`src/verilog/cild_params.svh`:
```
// Constants of the camera control-line block: register offsets, field
// positions, reset values and timing figures.
// Assumes a 25 MHz register clock and 32-bit APB data.
`ifndef CILD_PARAMS_SVH
`define CILD_PARAMS_SVH

`define CILD_CLK_HZ 25000000
`define CILD_NS_PER_S 1000000000
`define CILD_CLK_PERIOD_NS (`CILD_NS_PER_S / `CILD_CLK_HZ)

`define CILD_DEBOUNCE_DEF_NS 500
`define CILD_DEBOUNCE_MAX_US 1000000
`define CILD_DEBOUNCE_MAX_NS (`CILD_DEBOUNCE_MAX_US * 1000)
`define CILD_NS_W 30

`define CILD_ADDR_W 8
`define CILD_OFF_CTRL 8'h00
`define CILD_OFF_DEBOUNCE 8'h04
`define CILD_OFF_STATUS 8'h08
`define CILD_OFF_USER 8'h0c

`define CILD_CTRL_IN_DIR 0
`define CILD_CTRL_OUT_DIR 1
`define CILD_CTRL_FLIP 2
`define CILD_CTRL_SRC_LO 4
`define CILD_CTRL_SRC_HI 6
`define CILD_CTRL_PICK 8

`define CILD_USER_LEVEL 0

`define CILD_ST_FILT 0
`define CILD_ST_SYNC 1
`define CILD_ST_OUT 2
`define CILD_ST_OE 3
`define CILD_ST_EXP 4
`define CILD_ST_READ 5
`define CILD_ST_TIMER 6
`define CILD_ST_PICKED 8

`define CILD_RST_IN_DIR 1'b0
`define CILD_RST_OUT_DIR 1'b1
`define CILD_RST_FLIP 1'b0
`define CILD_RST_SRC 3'h0
`define CILD_RST_PICK 1'b0
`define CILD_RST_LEVEL 1'b0

`endif

```
`src/verilog/cild_pkg.sv`:
```
// Types shared by the camera control-line block.
// Assumes cild_params.svh holds every number these types meet.
package cild_pkg;

	// Encoding of the output source field, in this order from zero.
	typedef enum logic [2:0] {
		CILD_SRC_OFF,
		CILD_SRC_EXPOSURE,
		CILD_SRC_READOUT,
		CILD_SRC_SOFTWARE,
		CILD_SRC_TIMER
	} cild_src_t;

	// Phases of an APB transfer as seen by the slave.
	typedef enum logic [1:0] {
		CILD_APB_IDLE,
		CILD_APB_WAIT,
		CILD_APB_DONE
	} cild_apb_t;

endpackage

```
`src/verilog/cild_debounce.sv`:
```
// Input synchroniser and glitch filter for the input terminal.
// Assumes the raw pin is asynchronous and the interval is held steady
// by the register file; interval is in nanoseconds.
`timescale 1ns/1ps
`include "cild_params.svh"

module cild_debounce #(
	parameter int NS_W = `CILD_NS_W,
	parameter int PERIOD_NS = `CILD_CLK_PERIOD_NS
) (
	input wire logic clk,
	input wire logic rst_n,
	input wire logic enable,
	input wire logic raw_in,
	input wire logic [NS_W-1:0] interval_ns,
	output logic sync_level,
	output logic filtered
);

	generate
		if (PERIOD_NS < 1 || NS_W < 2 || PERIOD_NS >= (1 << (NS_W - 1))) begin
			$error("cild_debounce: clock period does not fit the counter");
		end
	endgenerate

	localparam logic [NS_W-1:0] STEP = NS_W'(PERIOD_NS);

	logic meta_q;
	logic sync_q;
	logic filt_q;
	logic [NS_W-1:0] elapsed_q;
	logic [NS_W:0] elapsed_next;

	assign sync_level = sync_q;
	assign filtered = filt_q;
	assign elapsed_next = {1'b0, elapsed_q} + {1'b0, STEP};

	// Two flops before anything looks at the pin.
	always_ff @(posedge clk or negedge rst_n) begin
		if (!rst_n) begin
			meta_q <= 1'b0;
			sync_q <= 1'b0;
		end else begin
			meta_q <= raw_in;
			sync_q <= meta_q;
		end
	end

	// Elapsed time counts in nanoseconds at one clock period per edge, so
	// the accepted stable time rounds up to whole cycles.
	always_ff @(posedge clk or negedge rst_n) begin
		if (!rst_n) begin
			filt_q <= 1'b0;
			elapsed_q <= '0;
		end else if (!enable) begin
			filt_q <= 1'b0;
			elapsed_q <= '0;
		end else if (interval_ns == '0) begin
			filt_q <= sync_q;
			elapsed_q <= '0;
		end else if (sync_q == filt_q) begin
			// A level that falls back before the interval is discarded.
			elapsed_q <= '0;
		end else if (elapsed_next >= {1'b0, interval_ns}) begin
			// Accepted only after the full interval, which is the latency.
			filt_q <= sync_q;
			elapsed_q <= '0;
		end else begin
			elapsed_q <= elapsed_next[NS_W-1:0];
		end
	end

endmodule

```
`src/verilog/cild_top.sv`:
```
// Control-line block of the camera: one debounced input terminal, one
// output terminal with a selectable source, registers over APB.
// Assumes exposure, readout and timer levels arrive synchronous to pclk
// from the sensor timing logic and the timer generator.
//
// Contract
// - Input terminal acts as input in input mode
// - Output terminal drives only in output mode
// - Inversion flag complements the selected source
// - Source off leaves output terminal undriven
// - Exposure source shows the exposure window
// - Readout source shows the readout window
// - Software source follows the user bit
// - User bit false low, true high
// - Timer source copies timer zero pulse
// - Exposure signal spans exposure start to end
// - Input accepted after stable debounce time
// - Shorter highs or lows are discarded
// - Valid edge delayed by debounce time
// - Debounce time zero to maximum, default half microsecond
`timescale 1ns/1ps
`include "cild_params.svh"

module cild_top
	import cild_pkg::*;
#(
	parameter int ADDR_W = `CILD_ADDR_W,
	parameter int NS_W = `CILD_NS_W
) (
	input wire logic pclk,
	input wire logic presetn,
	input wire logic psel,
	input wire logic penable,
	input wire logic pwrite,
	input wire logic [ADDR_W-1:0] paddr,
	input wire logic [31:0] pwdata,
	input wire logic [3:0] pstrb,
	output logic [31:0] prdata,
	output logic pready,
	output logic pslverr,
	input wire logic input_terminal_pin,
	input wire logic exposure_window_signal,
	input wire logic readout_window_signal,
	input wire logic timer_pulse_source,
	output logic input_terminal_level,
	output logic output_terminal_o,
	output logic output_terminal_oe
);

	generate
		if (ADDR_W < 4 || ADDR_W > 32) begin
			$error("cild_top: address width out of range");
		end
		if (NS_W < 30 || NS_W > 31) begin
			$error("cild_top: debounce counter cannot hold the maximum");
		end
	endgenerate

	localparam logic [ADDR_W-1:0] A_CTRL = ADDR_W'(`CILD_OFF_CTRL);
	localparam logic [ADDR_W-1:0] A_DEBOUNCE = ADDR_W'(`CILD_OFF_DEBOUNCE);
	localparam logic [ADDR_W-1:0] A_STATUS = ADDR_W'(`CILD_OFF_STATUS);
	localparam logic [ADDR_W-1:0] A_USER = ADDR_W'(`CILD_OFF_USER);
	localparam logic [NS_W-1:0] DEB_DEF = NS_W'(`CILD_DEBOUNCE_DEF_NS);
	localparam logic [NS_W-1:0] DEB_MAX = NS_W'(`CILD_DEBOUNCE_MAX_NS);

	// Control fields.
	logic in_dir_q;
	logic out_dir_q;
	logic flip_q;
	logic [2:0] src_q;
	logic pick_q;
	logic level_q;
	logic [NS_W-1:0] debounce_q;

	// Output terminal flops.
	logic out_q;
	logic oe_q;

	// Bus answer flops.
	cild_apb_t apb_q;
	cild_apb_t apb_d;
	logic [31:0] rdata_q;
	logic [31:0] rdata_d;
	logic err_q;
	logic err_d;
	logic ready_q;

	// Filter taps.
	logic sync_level;
	logic filt_level;

	// Decoded access.
	logic hit_ctrl;
	logic hit_debounce;
	logic hit_status;
	logic hit_user;
	logic mapped;
	logic wr_fire;
	logic [31:0] wr_mask;
	logic [31:0] wr_ctrl;
	logic [31:0] wr_user;
	logic [31:0] wr_deb;
	logic [NS_W-1:0] deb_clamped;

	// Output source resolution.
	logic src_level;
	logic drive_en;

	// Register images.
	logic [31:0] img_ctrl;
	logic [31:0] img_status;
	logic [31:0] img_user;
	logic [31:0] img_debounce;

	assign prdata = rdata_q;
	assign pready = ready_q;
	assign pslverr = err_q;
	assign input_terminal_level = filt_level;
	assign output_terminal_o = out_q;
	assign output_terminal_oe = oe_q;

	// Address decode.
	always_comb begin
		hit_ctrl = 1'b0;
		hit_debounce = 1'b0;
		hit_status = 1'b0;
		hit_user = 1'b0;
		if (paddr == A_CTRL) begin
			hit_ctrl = 1'b1;
		end else if (paddr == A_DEBOUNCE) begin
			hit_debounce = 1'b1;
		end else if (paddr == A_STATUS) begin
			hit_status = 1'b1;
		end else if (paddr == A_USER) begin
			hit_user = 1'b1;
		end
		mapped = hit_ctrl | hit_debounce | hit_status | hit_user;
	end

	// Byte lanes select which bits a write replaces.
	genvar gi;
	generate
		for (gi = 0; gi < 4; gi++) begin : g_lane
			assign wr_mask[gi*8 +: 8] = {8{pstrb[gi]}};
		end
	endgenerate

	assign wr_ctrl = (img_ctrl & ~wr_mask) | (pwdata & wr_mask);
	assign wr_user = (img_user & ~wr_mask) | (pwdata & wr_mask);
	assign wr_deb = (img_debounce & ~wr_mask) | (pwdata & wr_mask);

	// Writes beyond the longest interval are held at the longest one.
	assign deb_clamped = (wr_deb > 32'(DEB_MAX)) ? DEB_MAX : wr_deb[NS_W-1:0];

	// A write lands on the edge that completes the access phase.
	assign wr_fire = psel & penable & pwrite & (apb_q == CILD_APB_DONE) &
		mapped;

	// Two wait states: ready comes on the third access cycle.
	always_comb begin
		apb_d = apb_q;
		case (apb_q)
			CILD_APB_IDLE: begin
				if (psel && penable) begin
					apb_d = CILD_APB_WAIT;
				end
			end
			CILD_APB_WAIT: begin
				apb_d = CILD_APB_DONE;
			end
			CILD_APB_DONE: begin
				apb_d = CILD_APB_IDLE;
			end
			default: begin
				apb_d = CILD_APB_IDLE;
			end
		endcase
	end

	always_ff @(posedge pclk or negedge presetn) begin
		if (!presetn) begin
			apb_q <= CILD_APB_IDLE;
		end else begin
			apb_q <= apb_d;
		end
	end

	// Ready is a flop of its own so the bus never sees a decode glitch; it
	// rises with the done state and stands for that one cycle.
	always_ff @(posedge pclk or negedge presetn) begin
		if (!presetn) begin
			ready_q <= 1'b0;
		end else begin
			ready_q <= (apb_d == CILD_APB_DONE);
		end
	end

	// Read data and error are formed one cycle before ready and stand with
	// it; unmapped addresses answer zero with an error.
	always_comb begin
		rdata_d = rdata_q;
		err_d = err_q;
		if (apb_q == CILD_APB_WAIT) begin
			err_d = ~mapped;
			rdata_d = 32'h0000_0000;
			if (!pwrite) begin
				if (hit_ctrl) begin
					rdata_d = img_ctrl;
				end else if (hit_debounce) begin
					rdata_d = img_debounce;
				end else if (hit_status) begin
					rdata_d = img_status;
				end else if (hit_user) begin
					rdata_d = img_user;
				end
			end
		end else if (apb_q == CILD_APB_DONE) begin
			rdata_d = 32'h0000_0000;
			err_d = 1'b0;
		end
	end

	always_ff @(posedge pclk or negedge presetn) begin
		if (!presetn) begin
			rdata_q <= 32'h0000_0000;
			err_q <= 1'b0;
		end else begin
			rdata_q <= rdata_d;
			err_q <= err_d;
		end
	end

	// Register images; unused bits read as zero.
	always_comb begin
		img_ctrl = 32'h0000_0000;
		img_ctrl[`CILD_CTRL_IN_DIR] = in_dir_q;
		img_ctrl[`CILD_CTRL_OUT_DIR] = out_dir_q;
		img_ctrl[`CILD_CTRL_FLIP] = flip_q;
		img_ctrl[`CILD_CTRL_SRC_HI:`CILD_CTRL_SRC_LO] = src_q;
		img_ctrl[`CILD_CTRL_PICK] = pick_q;
		img_user = 32'h0000_0000;
		img_user[`CILD_USER_LEVEL] = level_q;
		img_debounce = 32'(debounce_q);
		img_status = 32'h0000_0000;
		img_status[`CILD_ST_FILT] = filt_level;
		img_status[`CILD_ST_SYNC] = sync_level;
		img_status[`CILD_ST_OUT] = out_q;
		img_status[`CILD_ST_OE] = oe_q;
		img_status[`CILD_ST_EXP] = exposure_window_signal;
		img_status[`CILD_ST_READ] = readout_window_signal;
		img_status[`CILD_ST_TIMER] = timer_pulse_source;
		img_status[`CILD_ST_PICKED] = pick_q ? out_q : filt_level;
	end

	// Control register.
	always_ff @(posedge pclk or negedge presetn) begin
		if (!presetn) begin
			in_dir_q <= `CILD_RST_IN_DIR;
			out_dir_q <= `CILD_RST_OUT_DIR;
			flip_q <= `CILD_RST_FLIP;
			src_q <= `CILD_RST_SRC;
			pick_q <= `CILD_RST_PICK;
		end else if (wr_fire && hit_ctrl) begin
			in_dir_q <= wr_ctrl[`CILD_CTRL_IN_DIR];
			out_dir_q <= wr_ctrl[`CILD_CTRL_OUT_DIR];
			flip_q <= wr_ctrl[`CILD_CTRL_FLIP];
			src_q <= wr_ctrl[`CILD_CTRL_SRC_HI:`CILD_CTRL_SRC_LO];
			pick_q <= wr_ctrl[`CILD_CTRL_PICK];
		end
	end

	// User output bit.
	always_ff @(posedge pclk or negedge presetn) begin
		if (!presetn) begin
			level_q <= `CILD_RST_LEVEL;
		end else if (wr_fire && hit_user) begin
			level_q <= wr_user[`CILD_USER_LEVEL];
		end
	end

	// Debounce interval in nanoseconds, half a microsecond after reset.
	always_ff @(posedge pclk or negedge presetn) begin
		if (!presetn) begin
			debounce_q <= DEB_DEF;
		end else if (wr_fire && hit_debounce) begin
			debounce_q <= deb_clamped;
		end
	end

	// The filter runs only while the input terminal is in input mode; in
	// the other mode internal logic sees a steady low.
	cild_debounce #(
		.NS_W(NS_W),
		.PERIOD_NS(`CILD_CLK_PERIOD_NS)
	) u_filter (
		.clk(pclk),
		.rst_n(presetn),
		.enable(~in_dir_q),
		.raw_in(input_terminal_pin),
		.interval_ns(debounce_q),
		.sync_level(sync_level),
		.filtered(filt_level)
	);

	// Source selection. Codes past the last source count as off, so a
	// stray write cannot start driving the line.
	always_comb begin
		src_level = 1'b0;
		drive_en = 1'b1;
		case (src_q)
			CILD_SRC_EXPOSURE: begin
				src_level = exposure_window_signal;
			end
			CILD_SRC_READOUT: begin
				src_level = readout_window_signal;
			end
			CILD_SRC_SOFTWARE: begin
				src_level = level_q;
			end
			CILD_SRC_TIMER: begin
				src_level = timer_pulse_source;
			end
			default: begin
				drive_en = 1'b0;
			end
		endcase
	end

	// The pin is registered so it never glitches while the source field
	// is rewritten; this costs one cycle of delay on every source.
	always_ff @(posedge pclk or negedge presetn) begin
		if (!presetn) begin
			out_q <= 1'b0;
			oe_q <= 1'b0;
		end else if (out_dir_q && drive_en) begin
			out_q <= src_level ^ flip_q;
			oe_q <= 1'b1;
		end else begin
			out_q <= 1'b0;
			oe_q <= 1'b0;
		end
	end

endmodule

```
`config.mk`:
```
export PLATFORM = sky130hd
export DESIGN_NAME = cild_top
export DESIGN_NICKNAME = d
export VERILOG_FILES = /design/src/verilog/cild_pkg.sv /design/src/verilog/cild_debounce.sv /design/src/verilog/cild_top.sv
export VERILOG_INCLUDE_DIRS = /design/src /design/src/verilog
export SDC_FILE = /design/constraint.sdc
export NUM_CORES = 1
export LEC_CHECK = 0
export BUFFER_PORTS_ARGS = -buffer_cell sky130_fd_sc_hd__buf_4
export CELL_PAD_IN_SITES_DETAIL_PLACEMENT = 1
export CELL_PAD_IN_SITES_GLOBAL_PLACEMENT = 2
export CORE_MARGIN = 2
export CORE_UTILIZATION = 32
export DETAILED_ROUTE_END_ITERATION = 16
export PLACE_DENSITY = 0.77
export SYNTH_ARGS = -nofsm -noshare
export SYNTH_HDL_FRONTEND = slang
export SYNTH_SLANG_ARGS = --single-unit
```
`constraint.sdc`:
```
create_clock -name pclk -period 2.8 [get_ports pclk]
set_input_delay 0.14 -clock pclk [delete_from_list [all_inputs] [get_ports pclk]]
set_output_delay 0.14 -clock pclk [all_outputs]
set_load 0.01 [all_outputs]
```
==> impl_metrics.json <==
{
  "status": "complete, but fails checks",
  "failed_checks": "setup timing",
  "clkLatencyLatePin_ns": 0.36,
  "ys_ff_latch": 103,
  "setup_violations": 28,
  "maxSlewViolCount": 0,
  "irDropWorstVdd_v": 0.000263,
  "clockBufferDepth": 2,
  "synthToLayoutAreaGrowth_pct": 28.9,
  "final_util_pct": 42.0,
  "share_seq_of_total_power_pct": 45.9,
  "fmax_mhz": 314,
  "wl_mm": 19.2,
  "syn_inst": 665,
  "fin_area_um2": 7860,
  "grt_start_max_net_pins": 54,
  "cp.arrival_ns": 3.46,
  "die_h_um": 142,
  "routabilityCongestion": 0.828,
  "p_leak_nw": 3.62,
  "grt.total_usage_pct": 20.0,
  "finalWorstSetupSlack_ns": -0.381,
  "synth_edf_count": 0,
  "root_buffer": "clkbuf_16",
  "fin_crit_ns": 3.18,
  "start_util_pct": 32.6,
  "multi_input_area_um2": 3370,
  "synth_common_cells": "96 x dfrtp_1, 68 x inv_1, 57 x nand2_1",
  "num_antenna_cells": 0,
  "p_sw_share_pct": 30.3,
  "nFillCells": 2135,
  "first_iter_violations": 187,
  "cts_buffers": 9,
  "ioPinCount": 90,
  "pwr-share-comb_pct": 17.1,
  "grt_pass1_vias": 5797,
  "grt_remaining_overflow": 0,
  "antenna_found_initial": 0,
  "relSlewSlack_pct": 52.2,
  "via_count": 5355,
  "hold_class": "in -> reg",
  "synth-main-ff-cell": "dfrtp_1",
  "synth_area_um2": 6100,
  "drive_gt1_share_pct": 29.1,
  "required_ns": 3.08,
  "coreArea_um2": 18700,
  "remaining_drc_errors": 0,
  "synth_top_area_cell": "dfrtp_1",
  "p_int_mw": 2.36,
  "pwr-share-clk_pct": 37.0,
  "p_per_area_nw_per_um2": 431,
  "rows": 50,
  "yosys.cell_count.top_type": "dfrtp_1",
  "htree_levels": 3,
  "post-route-period-util_pct": 114,
  "synth_cell_types": 62,
  "endpoint_kind": "flop",
  "ant_nets": 0,
  "finalNetCount": 870,
  "worstMarginPinSlew_ns": 0.717,
  "dp_hpwl_mm": 14.4,
  "hold_viol": 0,
  "critPathKind": "reg -> reg",
  "cts.sinks": 103,
  "cts_tree": "yes",
  "wl_per_cell_um": 18.7,
  "synth.avg_cell_area_um2": 9.17,
  "portBuffers": 87,
  "drv_cap": 0,
  "start_kind": "flop",
  "rsz0062_at_grt": "yes",
  "async_reset_ff_share_pct": 100,
  "dieArea_um2": 20200,
  "die_w_um": 142,
  "cp_max_fo": 27,
  "netlist_top_cells_area": "dfrtp_1 39%, ha_1 6.4%, o21ai_0 4.5%",
  "via_per_inst": 5.22,
  "grt_pass1_wl_mm": 31.3,
  "clkTransAtPathRegs_ns": 0.08,
  "yosys_warnings": 0,
  "finClkSkew_ns": 0.0149,
  "switching_power_mw": 1.03,
  "firstDrtPassIters": 5,
  "yosysTopAreaCellShare_pct": 39.4,
  "postPlaceCellArea_um2": 7270,
  "seq_area_um2": 2590,
  "yosysSeqAreaShare_pct": 42.4
}
[cell type report]
| class | count | share of cell area [%] |
|---|---|---|
| clock buffers | 10 | 2.91 |
| clock inverters | 6 | 0.669 |
| inverters | 68 | 3.25 |
| multi-input cells | 466 | 42.9 |
| flip-flops and latches | 103 | 32.9 |
| well taps | 234 | 3.72 |
| repair buffers | 138 | 13.7 |
[timing repair]
action                                 4_1_cts  5_1_grt
setup endpoints to repair                   28       28
buffers inserted                             5        4
pin swaps                                    8       17
gates cloned                                 0        0
gates resized for setup                     17       25
hold buffers                                 2        0
endpoints found under the hold margin       47        0
[power by group through the flow]
stage / sequential (mW) / combinational, mW / clock [mW]
after floorplan: 1.58 / 0.308 / 0
after global placement: 1.58 / 0.546 / 0
after detailed placement: 1.58 / 0.580 / 0
after CTS: 1.55 / 0.593 / 1.29
after global routing: 1.56 / 0.664 / 1.34
final: 1.55 / 0.581 / 1.25
[sequential cells by signal, indices dropped and copies added (netlist names)]
signal / count
u_filter.meta_q: 1
debounce_q: 30
prdata: 30
level_q: 1
pick_q: 1
output_terminal_oe: 1
u_filter.filtered: 1
pslverr: 1
out_dir_q: 1
u_filter.sync_level: 1
flip_q: 1
in_dir_q: 1
output_terminal_o: 1
u_filter.elapsed_q: 27
apb_q: 2
src_q: 3
[routing by layer]
layer | wire [µm] | GRT usage, %
met1 | 8480 | 25.1
met2 | 9630 | 35.3
met3 | 663 | 2.73
met4 | 390 | 6.47
met5 | 0 | 0
[worst paths after layout]
| check | endpoint | startpoint | slack (ns) | cells after the start |
|---|---|---|---|---|
| worst max-delay path | u_filter.elapsed_q[13] | u_filter.elapsed_q[3] | -0.38 | 13 |
| worst min-delay path | debounce_q[23] | pwdata[23] | 0.02 | 3 |
| worst max register to register | u_filter.elapsed_q[13] | u_filter.elapsed_q[3] | -0.38 | 13 |
| worst min register to register | u_filter.sync_level | u_filter.meta_q | 0.36 | 0 |
| max in group asynchronous | debounce_q[6] | presetn | 1.64 | 3 |
| min in group asynchronous | prdata[2] | presetn | 0.36 | 2 |
[cell families (layout without fill, tap and decap cells)]
kind of cell               after synthesis  count (layout)  share of synthesized area, %
xor gates and xnor gates                29              29                          4.16
adders and majority gates               31              31                          6.36
and+or+nand+nor                        254             254                          24.4
DFF                                    103             103                          42.4
buffers and inverters                   97             222                          6.50
muxes                                   14              14                          2.54
AOI/OAI and AO/OA                      136             136                          13.5
other                                    1               2                        0.0615
[cells in the final DEF, fill, tap and decap left out, types with 10 or more instances in the layout]
cell type,n
a21oi_1,32
and3_1,10
buf_4,132
dfrtp_1,96
ha_1,28
inv_1,68
mux2_2,11
nand2_1,57
nand3_1,10
nand3b_1,17
nand4_1,12
nor2_1,42
nor2b_1,25
nor3b_2,15
nor4_1,10
o211ai_1,10
o21ai_0,53
xnor2_1,11
[per-stage QoR]
step	TNS, ns	instances	hold WS, ns	power [mW]	setup WS (ns)
after global placement	-8.68	998	0.221	2.13	-0.317
after global routing	-12.80	1025	0.0327	3.57	-0.484
after floorplan	-1.89	666	-0.156	1.89	-0.0988
after CTS	-8.51	1021	0.0105	3.44	-0.330
final	-9.95	1025	0.0238	3.39	-0.381
after detailed placement	-11.01	998	0.234	2.16	-0.412
[worst max-delay path: stages, from the launching register on]
cell and delay, ns:
dfrtp_1 0.40, a21oi_2 0.09, or3b_4 0.40, or2_4 0.30
nor3_4 0.16, xor2_2 0.26, ha_4 0.26, nand4_1 0.14
nor2_1 0.07, a22oi_1 0.20, o211ai_1 0.15, a211o_1 0.35
buf_12 0.18, nor2b_1 0.12
No activity file was read; power rests on OpenSTA's default activity.
